$ cat config.mk
export PLATFORM = sky130hd
export DESIGN_NAME = rbir_regs
export DESIGN_NICKNAME = d
export VERILOG_FILES = /design/src/rbir_pkg.sv /design/src/rbir_regs.sv
export SDC_FILE = /design/constraint.sdc
export NUM_CORES = 1
export LEC_CHECK = 0
export ABC_AREA = 1
export BUFFER_PORTS_ARGS = -buffer_cell sky130_fd_sc_hd__buf_2
export CORE_MARGIN = 5
export CORE_UTILIZATION = 49
export CTS_BUF_LIST = sky130_fd_sc_hd__clkbuf_16
export DETAILED_ROUTE_END_ITERATION = 8
export GPL_ROUTABILITY_DRIVEN = 1
export PLACE_DENSITY_LB_ADDON = 0.25
export SYNTH_ARGS = -nofsm -noshare
export SYNTH_HDL_FRONTEND = slang
export SYNTH_SLANG_ARGS = --single-unit
$ cat constraint.sdc
create_clock -name mclk -period 2.55 [get_ports mclk]
set_input_delay 0.51 -clock mclk [delete_from_list [all_inputs] [get_ports mclk]]
set_output_delay 0.51 -clock mclk [all_outputs]
set_load 0.01 [all_outputs]
$ cat src/rbir_pkg.sv
// package: register map, field layout and encodings of the rate/self-test/id bank
package rbir_pkg;
   // ==========================================================
   // register map (word addresses on the processor port)
   localparam logic [13:0] rate_base_addr = 14'h012d;
   localparam logic [13:0] rate_last_addr = 14'h014c;
   localparam logic [13:0] bist_addr      = 14'h014d;
   localparam logic [13:0] id_addr        = 14'h3fff;
   localparam int          num_streams    = 32;
   localparam int          fast_streams   = 16;
   // ==========================================================
   // field positions
   localparam int rate_lsb      = 0;
   localparam int rate_msb      = 1;
   localparam int bist_en_bit   = 12;
   localparam int start_bp_data = 11;
   localparam int start_lc_data = 8;
   localparam int start_bp_conn = 5;
   localparam int start_lc_conn = 2;
   localparam int rev_lsb       = 4;
   localparam int part_lsb      = 0;
   // ==========================================================
   // reset values and encodings
   localparam logic [15:0] rate_reset = 16'h0000;
   localparam logic [15:0] bist_reset = 16'h0000;
   localparam logic [2:0]  spd_2m     = 3'h0;
   localparam logic [2:0]  spd_4m     = 3'h1;
   localparam logic [2:0]  spd_8m     = 3'h2;
   localparam logic [2:0]  spd_16m    = 3'h3;
   localparam logic [2:0]  spd_32m    = 3'h4;
   localparam logic [2:0]  spd_off    = 3'h7;
   localparam int          test_cycles = 64;
   typedef enum logic [2:0] {
      rbir_idle = 3'b001,
      rbir_run  = 3'b010,
      rbir_done = 3'b100
   } rbir_state_t;
endpackage

$ cat src/rbir_regs.sv
// rate selector, memory self-test and identification register bank
`timescale 1ns/1ps
// Summary of operation
// - thirty-two output rate selectors sit at consecutive word addresses 012d..014c.
// - bits 1:0 of each selector pick 2, 4, 8 or 16 Mbps for that stream.
// - fast mode overrides selectors: streams 0-15 at 32 Mbps, 16-31 unused.
// - self-test mode is active while bit 12 of the self-test register is high.
// - a rising start bit 11, 8, 5 or 2 launches the matching memory test.
// - completion bits 10, 7, 4, 1 go high when their test ends and are polled.
// - after completion bits 9, 6, 3, 0 report pass high or fail low.
// - the identification register at 3fff holds revision 7:4 and part code 2:0.
// - identification bits 15:8 and bit 3 read as zero.
// - selectors and the self-test register reset to zero.
module rbir_regs #(
   parameter logic [3:0] silicon_revision = 4'h5, // arbitrary value
   parameter logic [2:0] part_code        = 3'h6, // arbitrary value
   parameter int         test_len         = rbir_pkg::test_cycles
) (
   input  wire logic        mclk,
   input  wire logic        srst,
   input  wire logic        cs,
   input  wire logic        wr,
   input  wire logic        rd,
   input  wire logic [13:0] addr,
   input  wire logic [15:0] wdata,
   input  wire logic        backplane_fast_mode,
   input  wire logic [3:0]  mem_fail,
   output logic      [15:0] rdata,
   output logic             rvalid,
   output logic             self_test_enable,
   output logic      [95:0] stream_speed
);
   // notes for integration:
   // - the speed codes lag a selector write by two cycles: one to store
   //   the field, one to register the code for the datapath.
   // - a test starts only when bit 12 was already high before the write
   //   that raises a start bit; one write cannot arm and launch at once.
   // - a start bit that is already high must be written low before it
   //   can launch again; a completed test may be relaunched this way.
   // - clearing bit 12 aborts every running test and clears all status.
   // - the identity fields are parameters; their defaults are arbitrary
   //   and carry no meaning.
   // - mem_fail is sampled every running cycle; one high cycle fails it.

   // ==========================================================
   // elaboration checks: the run counter is 16 bits wide, and a test
   // shorter than two cycles is refused, though one cycle would still sample once
   if (test_len < 2 || test_len > 65535) begin : g_bad_len
      $error("test_len out of range");
   end
   if (rbir_pkg::fast_streams > rbir_pkg::num_streams) begin : g_bad_fast
      $error("fast stream count above stream count");
   end

   // ==========================================================
   // address decode
   function automatic logic is_rate(input logic [13:0] a);
      return a >= rbir_pkg::rate_base_addr && a <= rbir_pkg::rate_last_addr;
   endfunction

   logic [1:0]  out_rate_field [rbir_pkg::num_streams];
   logic [4:0]  rate_idx;
   logic        wr_rate;
   logic        wr_bist;
   // the index is the offset from the first selector; it only means
   // something while is_rate() holds, so every user qualifies it
   assign rate_idx = 5'(addr - rbir_pkg::rate_base_addr);
   assign wr_rate  = cs && wr && is_rate(addr);
   assign wr_bist  = cs && wr && (addr == rbir_pkg::bist_addr);

   // ==========================================================
   // rate selectors; only bits 1:0 are stored, reserved bits drop out
   // (reserved bits cost no flops and always read back as zero)
   always_ff @(posedge mclk) begin
      for (int i = 0; i < rbir_pkg::num_streams; i++) begin
         if (srst)
            out_rate_field[i] <= rbir_pkg::rate_reset[1:0];
         else if (wr_rate && rate_idx == 5'(i))
            out_rate_field[i] <= wdata[rbir_pkg::rate_msb:rbir_pkg::rate_lsb];
      end
   end

   // ==========================================================
   // per-stream speed codes for the datapath, registered
   // the override is applied here rather than in the selectors, so the
   // stored codes survive a trip through fast mode unchanged
   genvar g;
   generate
      for (g = 0; g < rbir_pkg::num_streams; g++) begin : g_spd
         always_ff @(posedge mclk) begin
            if (srst)
               stream_speed[3*g +: 3] <= rbir_pkg::spd_2m;
            else if (backplane_fast_mode)
               stream_speed[3*g +: 3] <= (g < rbir_pkg::fast_streams) ?
                  rbir_pkg::spd_32m : rbir_pkg::spd_off;
            else
               stream_speed[3*g +: 3] <= {1'b0, out_rate_field[g]};
         end
      end
   endgenerate

   // ==========================================================
   // self-test control: enable, start bits and the per-memory engines
   logic [3:0] start_q;
   logic [3:0] start_new;
   logic [3:0] done_q;
   logic [3:0] pass_q;
   assign start_new = {wdata[rbir_pkg::start_bp_data],
                       wdata[rbir_pkg::start_lc_data],
                       wdata[rbir_pkg::start_bp_conn],
                       wdata[rbir_pkg::start_lc_conn]};

   // reset value of the enable taken from the packed reset word, so the
   // two cannot drift apart
   function automatic logic bist_reset_en();
      return rbir_pkg::bist_reset[rbir_pkg::bist_en_bit];
   endfunction

   // enable and stored start bits; start bits written with bit 12 low
   // are dropped, so leaving test mode also forgets old start levels
   always_ff @(posedge mclk) begin
      if (srst) begin
         self_test_enable <= bist_reset_en();
         start_q          <= 4'h0;
      end else if (wr_bist) begin
         self_test_enable <= wdata[rbir_pkg::bist_en_bit];
         start_q          <= wdata[rbir_pkg::bist_en_bit] ? start_new : 4'h0;
      end
   end

   // rising start edges only count in test mode, so the first 1000h write
   // arms the mode and a later write that adds a start bit launches (software ordering assumed)
   logic [3:0] launch;
   assign launch = (wr_bist && self_test_enable && wdata[rbir_pkg::bist_en_bit])
                   ? (start_new & ~start_q) : 4'h0;

   generate
      for (g = 0; g < 4; g++) begin : g_eng
         rbir_pkg::rbir_state_t st;
         logic [15:0]           cnt;
         logic                  err;
         logic                  done_r;
         logic                  pass_r;
         // one driver per status bit keeps each vector single-sourced
         assign done_q[g] = done_r;
         assign pass_q[g] = pass_r;

         // leaving test mode aborts a run and wipes its status, so a
         // half-finished result can never be read back as a verdict
         always_ff @(posedge mclk) begin
            if (srst || !self_test_enable) begin
               st     <= rbir_pkg::rbir_idle;
               cnt    <= 16'h0000;
               err    <= 1'b0;
               done_r <= 1'b0;
               pass_r <= 1'b0;
            end else begin
               case (st)
                  rbir_pkg::rbir_idle: begin
                     if (launch[g]) begin
                        st     <= rbir_pkg::rbir_run;
                        cnt    <= 16'h0000;
                        err    <= 1'b0;
                        done_r <= 1'b0;
                        pass_r <= 1'b0;
                     end
                  end
                  // a fault seen in any cycle of the run sticks to the end
                  rbir_pkg::rbir_run: begin
                     cnt <= cnt + 16'h0001;
                     if (mem_fail[g])
                        err <= 1'b1;
                     if (cnt == 16'(test_len - 1)) begin
                        st     <= rbir_pkg::rbir_done;
                        done_r <= 1'b1;
                        pass_r <= !(err || mem_fail[g]);
                     end
                  end
                  // result holds until a fresh launch or the mode is left
                  rbir_pkg::rbir_done: begin
                     if (launch[g]) begin
                        st     <= rbir_pkg::rbir_run;
                        cnt    <= 16'h0000;
                        err    <= 1'b0;
                        done_r <= 1'b0;
                        pass_r <= 1'b0;
                     end
                  end
                  default: st <= rbir_pkg::rbir_idle;
               endcase
            end
         end
      end
   endgenerate

   // ==========================================================
   // read path, one cycle after the strobe; status bits come from the
   // engines only, so writes cannot touch them
   // a read of an unmapped word answers zero rather than stale data
   logic [15:0] bist_view;
   logic [15:0] id_view;
   assign bist_view = {3'b000, self_test_enable,
                       start_q[3], done_q[3], pass_q[3],
                       start_q[2], done_q[2], pass_q[2],
                       start_q[1], done_q[1], pass_q[1],
                       start_q[0], done_q[0], pass_q[0]};
   assign id_view   = {8'h00, silicon_revision, 1'b0, part_code};

   always_ff @(posedge mclk) begin
      if (srst) begin
         rdata  <= 16'h0000;
         rvalid <= 1'b0;
      end else begin
         rvalid <= cs && rd;
         if (cs && rd) begin
            if (is_rate(addr))
               rdata <= {14'h0000, out_rate_field[rate_idx]};
            else if (addr == rbir_pkg::bist_addr)
               rdata <= bist_view;
            else if (addr == rbir_pkg::id_addr)
               rdata <= id_view;
            else
               rdata <= 16'h0000;
         end
      end
   end

   // independent length check on the local connection engine: count the
   // cycles it spends running and compare at completion
   logic [15:0] run_cycles_0;
   always_ff @(posedge mclk) begin
      if (srst || g_eng[0].st != rbir_pkg::rbir_run)
         run_cycles_0 <= 16'h0000;
      else
         run_cycles_0 <= run_cycles_0 + 16'h0001;
   end
endmodule // rbir_regs

# Word level (Yosys, flattened, before mapping)
# Memories as Yosys holds them, arrays and structs flattened.
# Index checks and enable logic that the tools add are counted.
totals:
  wordCells: 465
  inputBits: 40
  ram_bits: 64
  n_memories: 1
  latchBits: 0
  regBits: 206
  mem_bits_ro: 0
memory_table:
  columns: ["name", "words", "word_bits", "read_ports", "rd_clocked_by_memory_dff", "wr", "line_no", "text"]
  rows:
  - ["out_rate_field", 32, 2, 33, 0, 32, "rbir_regs.sv:61", "logic [1:0] out_rate_field [rbir_pkg::num_streams];"]
classes:
  n_bitwise: 34
  mul: 0
  n_div: 0
  n_lt_le_gt_ge: 2
  n_shift: 0
  muxes: 215
  n_reduce_logical: 75
  add_sub_neg: 5
  n_eq_ne: 61
op_table:
  columns: ["op", "count"]
  rows:
  - ["$pmux W16 S2", 4]
  - ["$mux W3", 40]
  - ["$mux W1", 114]
  - ["$eq A5 B5 Y1 const B", 16]
  - ["$add A16 B1 Y16 const B", 4]
  - ["$eq A16 B6 Y1 const B", 4]
  - ["$mux W16", 4]
  - ["$mux W2", 32]
  - ["$eq A5 B4 Y1 const B", 8]
  - ["$logic_and A1 B1 Y1", 39]
  - ["$or A1 B1 Y1", 32]
  - ["$mux W13", 2]
  - ["$pmux W1 S2", 12]
  - ["$pmux W3 S2", 4]
  - ["$reduce_and A3 Y1", 8]
  - ["$eq A5 B3 Y1 const B", 4]
  - ["$ne A2 B2 Y1 const B", 8]
  - ["$reduce_and A2 Y1", 8]
  - ["$eq A14 B14 Y1 const B", 1]
  - ["$eq A14 B9 Y1 const B", 1]
  - ["$ge A14 B9 Y1 const B", 1]
  - ["$le A14 B9 Y1 const B", 1]
  - ["$eq A3 B1 Y1 const B", 4]
  - ["$eq A3 B2 Y1 const B", 4]
  - ["14 further kinds", 37]

# Logic depth before layout (Yosys ltp)
logic_depth:
  word_depth: 8
  depth_mapped: 14

# Worst setup path after synthesis
# OpenSTA, ideal clock, no wires.
synth_timing:
  path_type: "input-to-reg"
  start: "in addr[0]"
  end: "mem out_rate_field[10][0] (enable)"
  stages: 10
  setup_slack_ns: -0.079
  path_buffers: 1
  setup_ns: 0.327
  t_arrival_ns: 2.302
  cell_sequence: "clkinv_1 -> clkbuf_1 -> ha_1 -> xor2_1 -> inv_2 -> nor2_2 -> inv_2 -> nor2_1 -> inv_1 -> o21ai_0"
synth_lines:
  columns: ["element", "line_no", "text"]
  rows:
  - ["start: declaration", "rbir_regs.sv:24", "input wire logic [13:0] addr,"]
  - ["end: declaration", "rbir_regs.sv:61", null]

==> flow_metrics.env <==
export IMPL_clock_tree_buf_depth=3
export IMPL_die_x_um=164
export IMPL_worst_ir_drop_on_vdd_uv=509
export IMPL_cts_tree="yes"
export IMPL_dpl_cell_count=1946
export IMPL_clock_sinks=236
export IMPL_final_setup_skew_ns=0.0129
export IMPL_detail_route_drc_violations=0
export IMPL_worst_r2r_path_depth=5
export IMPL_rsz0062_at_grt="no"
export IMPL_dp_final_hpwl_um=20500
export IMPL_ctsHtreeMaxLevel=1
export IMPL_detail_route_vias_per_cell=5.13
export IMPL_final_max_slew_viol_count=0
export IMPL_synth_largest_type_area_fraction_pct=29.5
export IMPL_dp_slack_ns=-0.106
export IMPL_critical_path_top_cell_by_count="sky130_fd_sc_hd__inv_2"
export IMPL_cap_violations=0
export IMPL_end_kind="register"
export IMPL_synthCells=1519
export IMPL_cts_repair_resize_count=0
export IMPL_synth_seq_area_share_pct=45.9
export IMPL_gp_weighted_congestion=0.927
export IMPL_synthesis_stage_register_bit_count=236
export IMPL_fill_cells=2114
export IMPL_globalRoute_totalOverflow=0
export IMPL_post_route_util_pct=58.1
export IMPL_most_common_layout_cells="sky130_fd_sc_hd__nor2_1 (272), sky130_fd_sc_hd__nand2_1 (211), sky130_fd_sc_hd__dfxtp_1 (172), sky130_fd_sc_hd__inv_1 (152), sky130_fd_sc_hd__nand3_1 (144)"
export IMPL_clk_transition_reported_paths_ns=0.06
export IMPL_layout_cells_most_common="sky130_fd_sc_hd__nor2_1"
export IMPL_slack_of_the_critical_path_ns=0.434
export IMPL_timing_setup_critical_path_class="in -> reg"
export IMPL_dominantRegCellSynth="sky130_fd_sc_hd__dfxtp_1"
export IMPL_final_cells=1994
export IMPL_timing_hold_worst_start="mem_fail[1]"
export IMPL_timing_critical_path_max_delay_family="buffers and inverters"
export IMPL_whs_endpoint="g_eng[1].pass_r$_SDFFE_PP0P_"
export IMPL_postSynthAreaPerCell_um2=7.69
export IMPL_r2r_start="self_test_enable$_SDFFE_PP0N_"
export IMPL_finalCriticalPeriod_ns=2.12
export IMPL_boundaryPins=154
export IMPL_area_growth_synth_to_final_pct=16.7
export IMPL_floorplan_initialDensity_pct=49.7
export IMPL_p_total_mw=8.49
export IMPL_standard_cell_rows=56
export IMPL_count_of_flip_flops_with_a_built_in_enable_after_synthesis=64
export IMPL_port_buffers=141
export IMPL_regToRegSetupSlack_ns=0.61
export IMPL_critPathSlowestCell="sky130_fd_sc_hd__o21ai_0"
export IMPL_critPathArrivalTime_ns=2.30
export IMPL_timing_slew_headroom_pct=36.2
export IMPL_finalInstanceArea_um2=13600
export IMPL_antenna_found_initial=1
export IMPL_fin_setup_tns_ns=0
export IMPL_max_slew_worst_pin_slew_ns=0.955
export IMPL_power_density_nw_per_um2=623
export IMPL_detail_route_iter0_violations=661
export IMPL_required_ns=2.73
export IMPL_timing_hold_violations_final=0
export IMPL_run_status="complete, no violations"
export IMPL_design_core_area_um2=23500
export IMPL_drt_pass1_iterations=6
export IMPL_clock_latency_ns=0.53
export IMPL_vias_in_the_first_global_route=9702
export IMPL_final_layout_size_suffix_gt1_share_pct=20.5
export IMPL_worst_path_largest_cell_delay_ns=0.32
export IMPL_synth_area_top_cells="sky130_fd_sc_hd__dfxtp_1 (29%), sky130_fd_sc_hd__edfxtp_1 (16%), sky130_fd_sc_hd__nor2_1 (8.7%), sky130_fd_sc_hd__nand2_1 (6.8%), sky130_fd_sc_hd__nand3_1 (6.2%)"
export IMPL_worst_hold_slack_ns=0.270
export IMPL_final_net_count=1704
export IMPL_grt_pass1_wl_um=46600
export IMPL_groute_usage_overall_pct=21.0
export IMPL_yosys_cell_types_count=40
export IMPL_postCtsSetupBuffers=0
export IMPL_cts_root_buffer_cell="sky130_fd_sc_hd__clkbuf_16"
export IMPL_path_max_fanout=8
export IMPL_dr_total_vias=10200
export IMPL_synth_warnings=0
export IMPL_critical_path_cell_chain="buf_2 -> clkinv_1 -> ha_1 -> buf_4 -> xor2_2 -> inv_2 -> nor2_2 -> inv_2 -> nor2_1 -> inv_1 -> o21ai_0"
export IMPL_largest_net_degree_at_the_start_of_global_routing=70
export IMPL_drt_antenna_violating_nets=0
export IMPL_netlist_top_cell_by_area="sky130_fd_sc_hd__dfxtp_1"
export IMPL_hp_class="in -> reg"
export IMPL_floorplan_die_area_um2=27000
export IMPL_fmax_mhz=472
export IMPL_cts_made_buffers=26
export IMPL_period_share_pct=83.0
export IMPL_num_antenna_cells=0
export IMPL_setup_viol=0
export IMPL_synth_async_reset_ratio_pct=0
export IMPL_wl_per_cell_um=14.4
export IMPL_synthesized_area_um2=11700
export IMPL_die_height_um=164
export IMPL_r2r_end="g_eng[0].cnt[3]$_SDFFE_PP0P_"
export IMPL_leakage_power_nw=5.34
export IMPL_cts_hold_buf=0
export IMPL_hold_depth=4
export IMPL_placedInstanceArea_um2=12700
export IMPL_drt_total_wl_um=28800
export IMPL_buffers_and_inverters_on_the_worst_path=6
export IMPL_startpoint_type="input pin"
flip-flops by register name, summed over array words and instances (netlist names):
signal and flops:
g_eng.cnt 64, g_eng.pass_r 4, self_test_enable 1, g_eng.st 12, start_q 4, rdata 13
g_eng.err 4, stream_speed 65, out_rate_field 64, g_eng.done_r 4, rvalid 1
tightest hold or removal path, cell delays in order:
cell                      delay [ns]
sky130_fd_sc_hd__buf_2          0.08
sky130_fd_sc_hd__nor2_1         0.04
sky130_fd_sc_hd__nand2_1        0.05
sky130_fd_sc_hd__a21oi_1        0.05
kinds of logic (layout without fill, tap and decap cells):
logic type	count (synthesis)	in the layout	share of synthesized area [%]
adders and majority gates	9	9	0.964
DFF	236	236	45.9
buffers and inverters	258	412	9.98
AOI/OAI and AO/OA	228	228	11.3
and+or+nand+nor	747	747	28.7
xor gates and xnor gates	40	40	3.00
other	1	3	0.0321
metal layers:
metal	up-vias	routed length, um	global-route usage, %
met5	-	13	0
met4	2	911	7.05
li1	5175	-	-
met3	70	1870	3.29
met1	4682	11600	24.5
met2	297	14400	39.1
power by group:
part	internal (mW)	total, mW	switching, mW	leakage, nW
registers	3.95	3.99	0.0419	2.01
logic	0.210	0.596	0.386	2.87
clock network	2.38	3.90	1.52	0.460
cell usage after synthesis (all sizes together) (2+ instances only):
library cell	instances
xor2	35
dfxtp	172
clkinv	5
o21ai	72
a21boi	2
nand2	253
nor3b	3
nor3	43
or2	2
clkbuf	45
buf	53
nor2	277
o211ai	12
a31oi	3
xnor2	5
inv	155
ha	9
nand3	145
nand4	23
edfxtp	64
o211a	2
a21oi	137
cell type report:
| cell class | count | area (um^2) | area share [%] |
|---|---|---|---|
| tap | 319 | 399 | 2.93 |
| clock inverter | 20 | 196 | 1.44 |
| inverter | 160 | 601 | 4.41 |
| timing repair buffer | 204 | 1200 | 8.83 |
| multi-input combinational | 1027 | 5160 | 37.9 |
| sequential | 236 | 5370 | 39.4 |
| clock buffer | 28 | 701 | 5.14 |
worst max-delay path by stage:
stage                  from                             endpoint  slack, ns  cells past startpoint
floorplan           addr[0]   out_rate_field[0][0]$_SDFFCE_PN0P_       0.03                      8
global placement    addr[0]  out_rate_field[27][0]$_SDFFCE_PN0P_     -0.009                     11
detailed placement  addr[0]  out_rate_field[10][0]$_SDFFCE_PN0P_      -0.11                     11
CTS                 addr[0]  out_rate_field[10][0]$_SDFFCE_PN0P_       0.45                     11
global route        addr[0]  out_rate_field[10][0]$_SDFFCE_PN0P_       0.20                     11
finish              addr[0]  out_rate_field[10][0]$_SDFFCE_PN0P_       0.43                     11
Power figures use the tool's default switching activity.
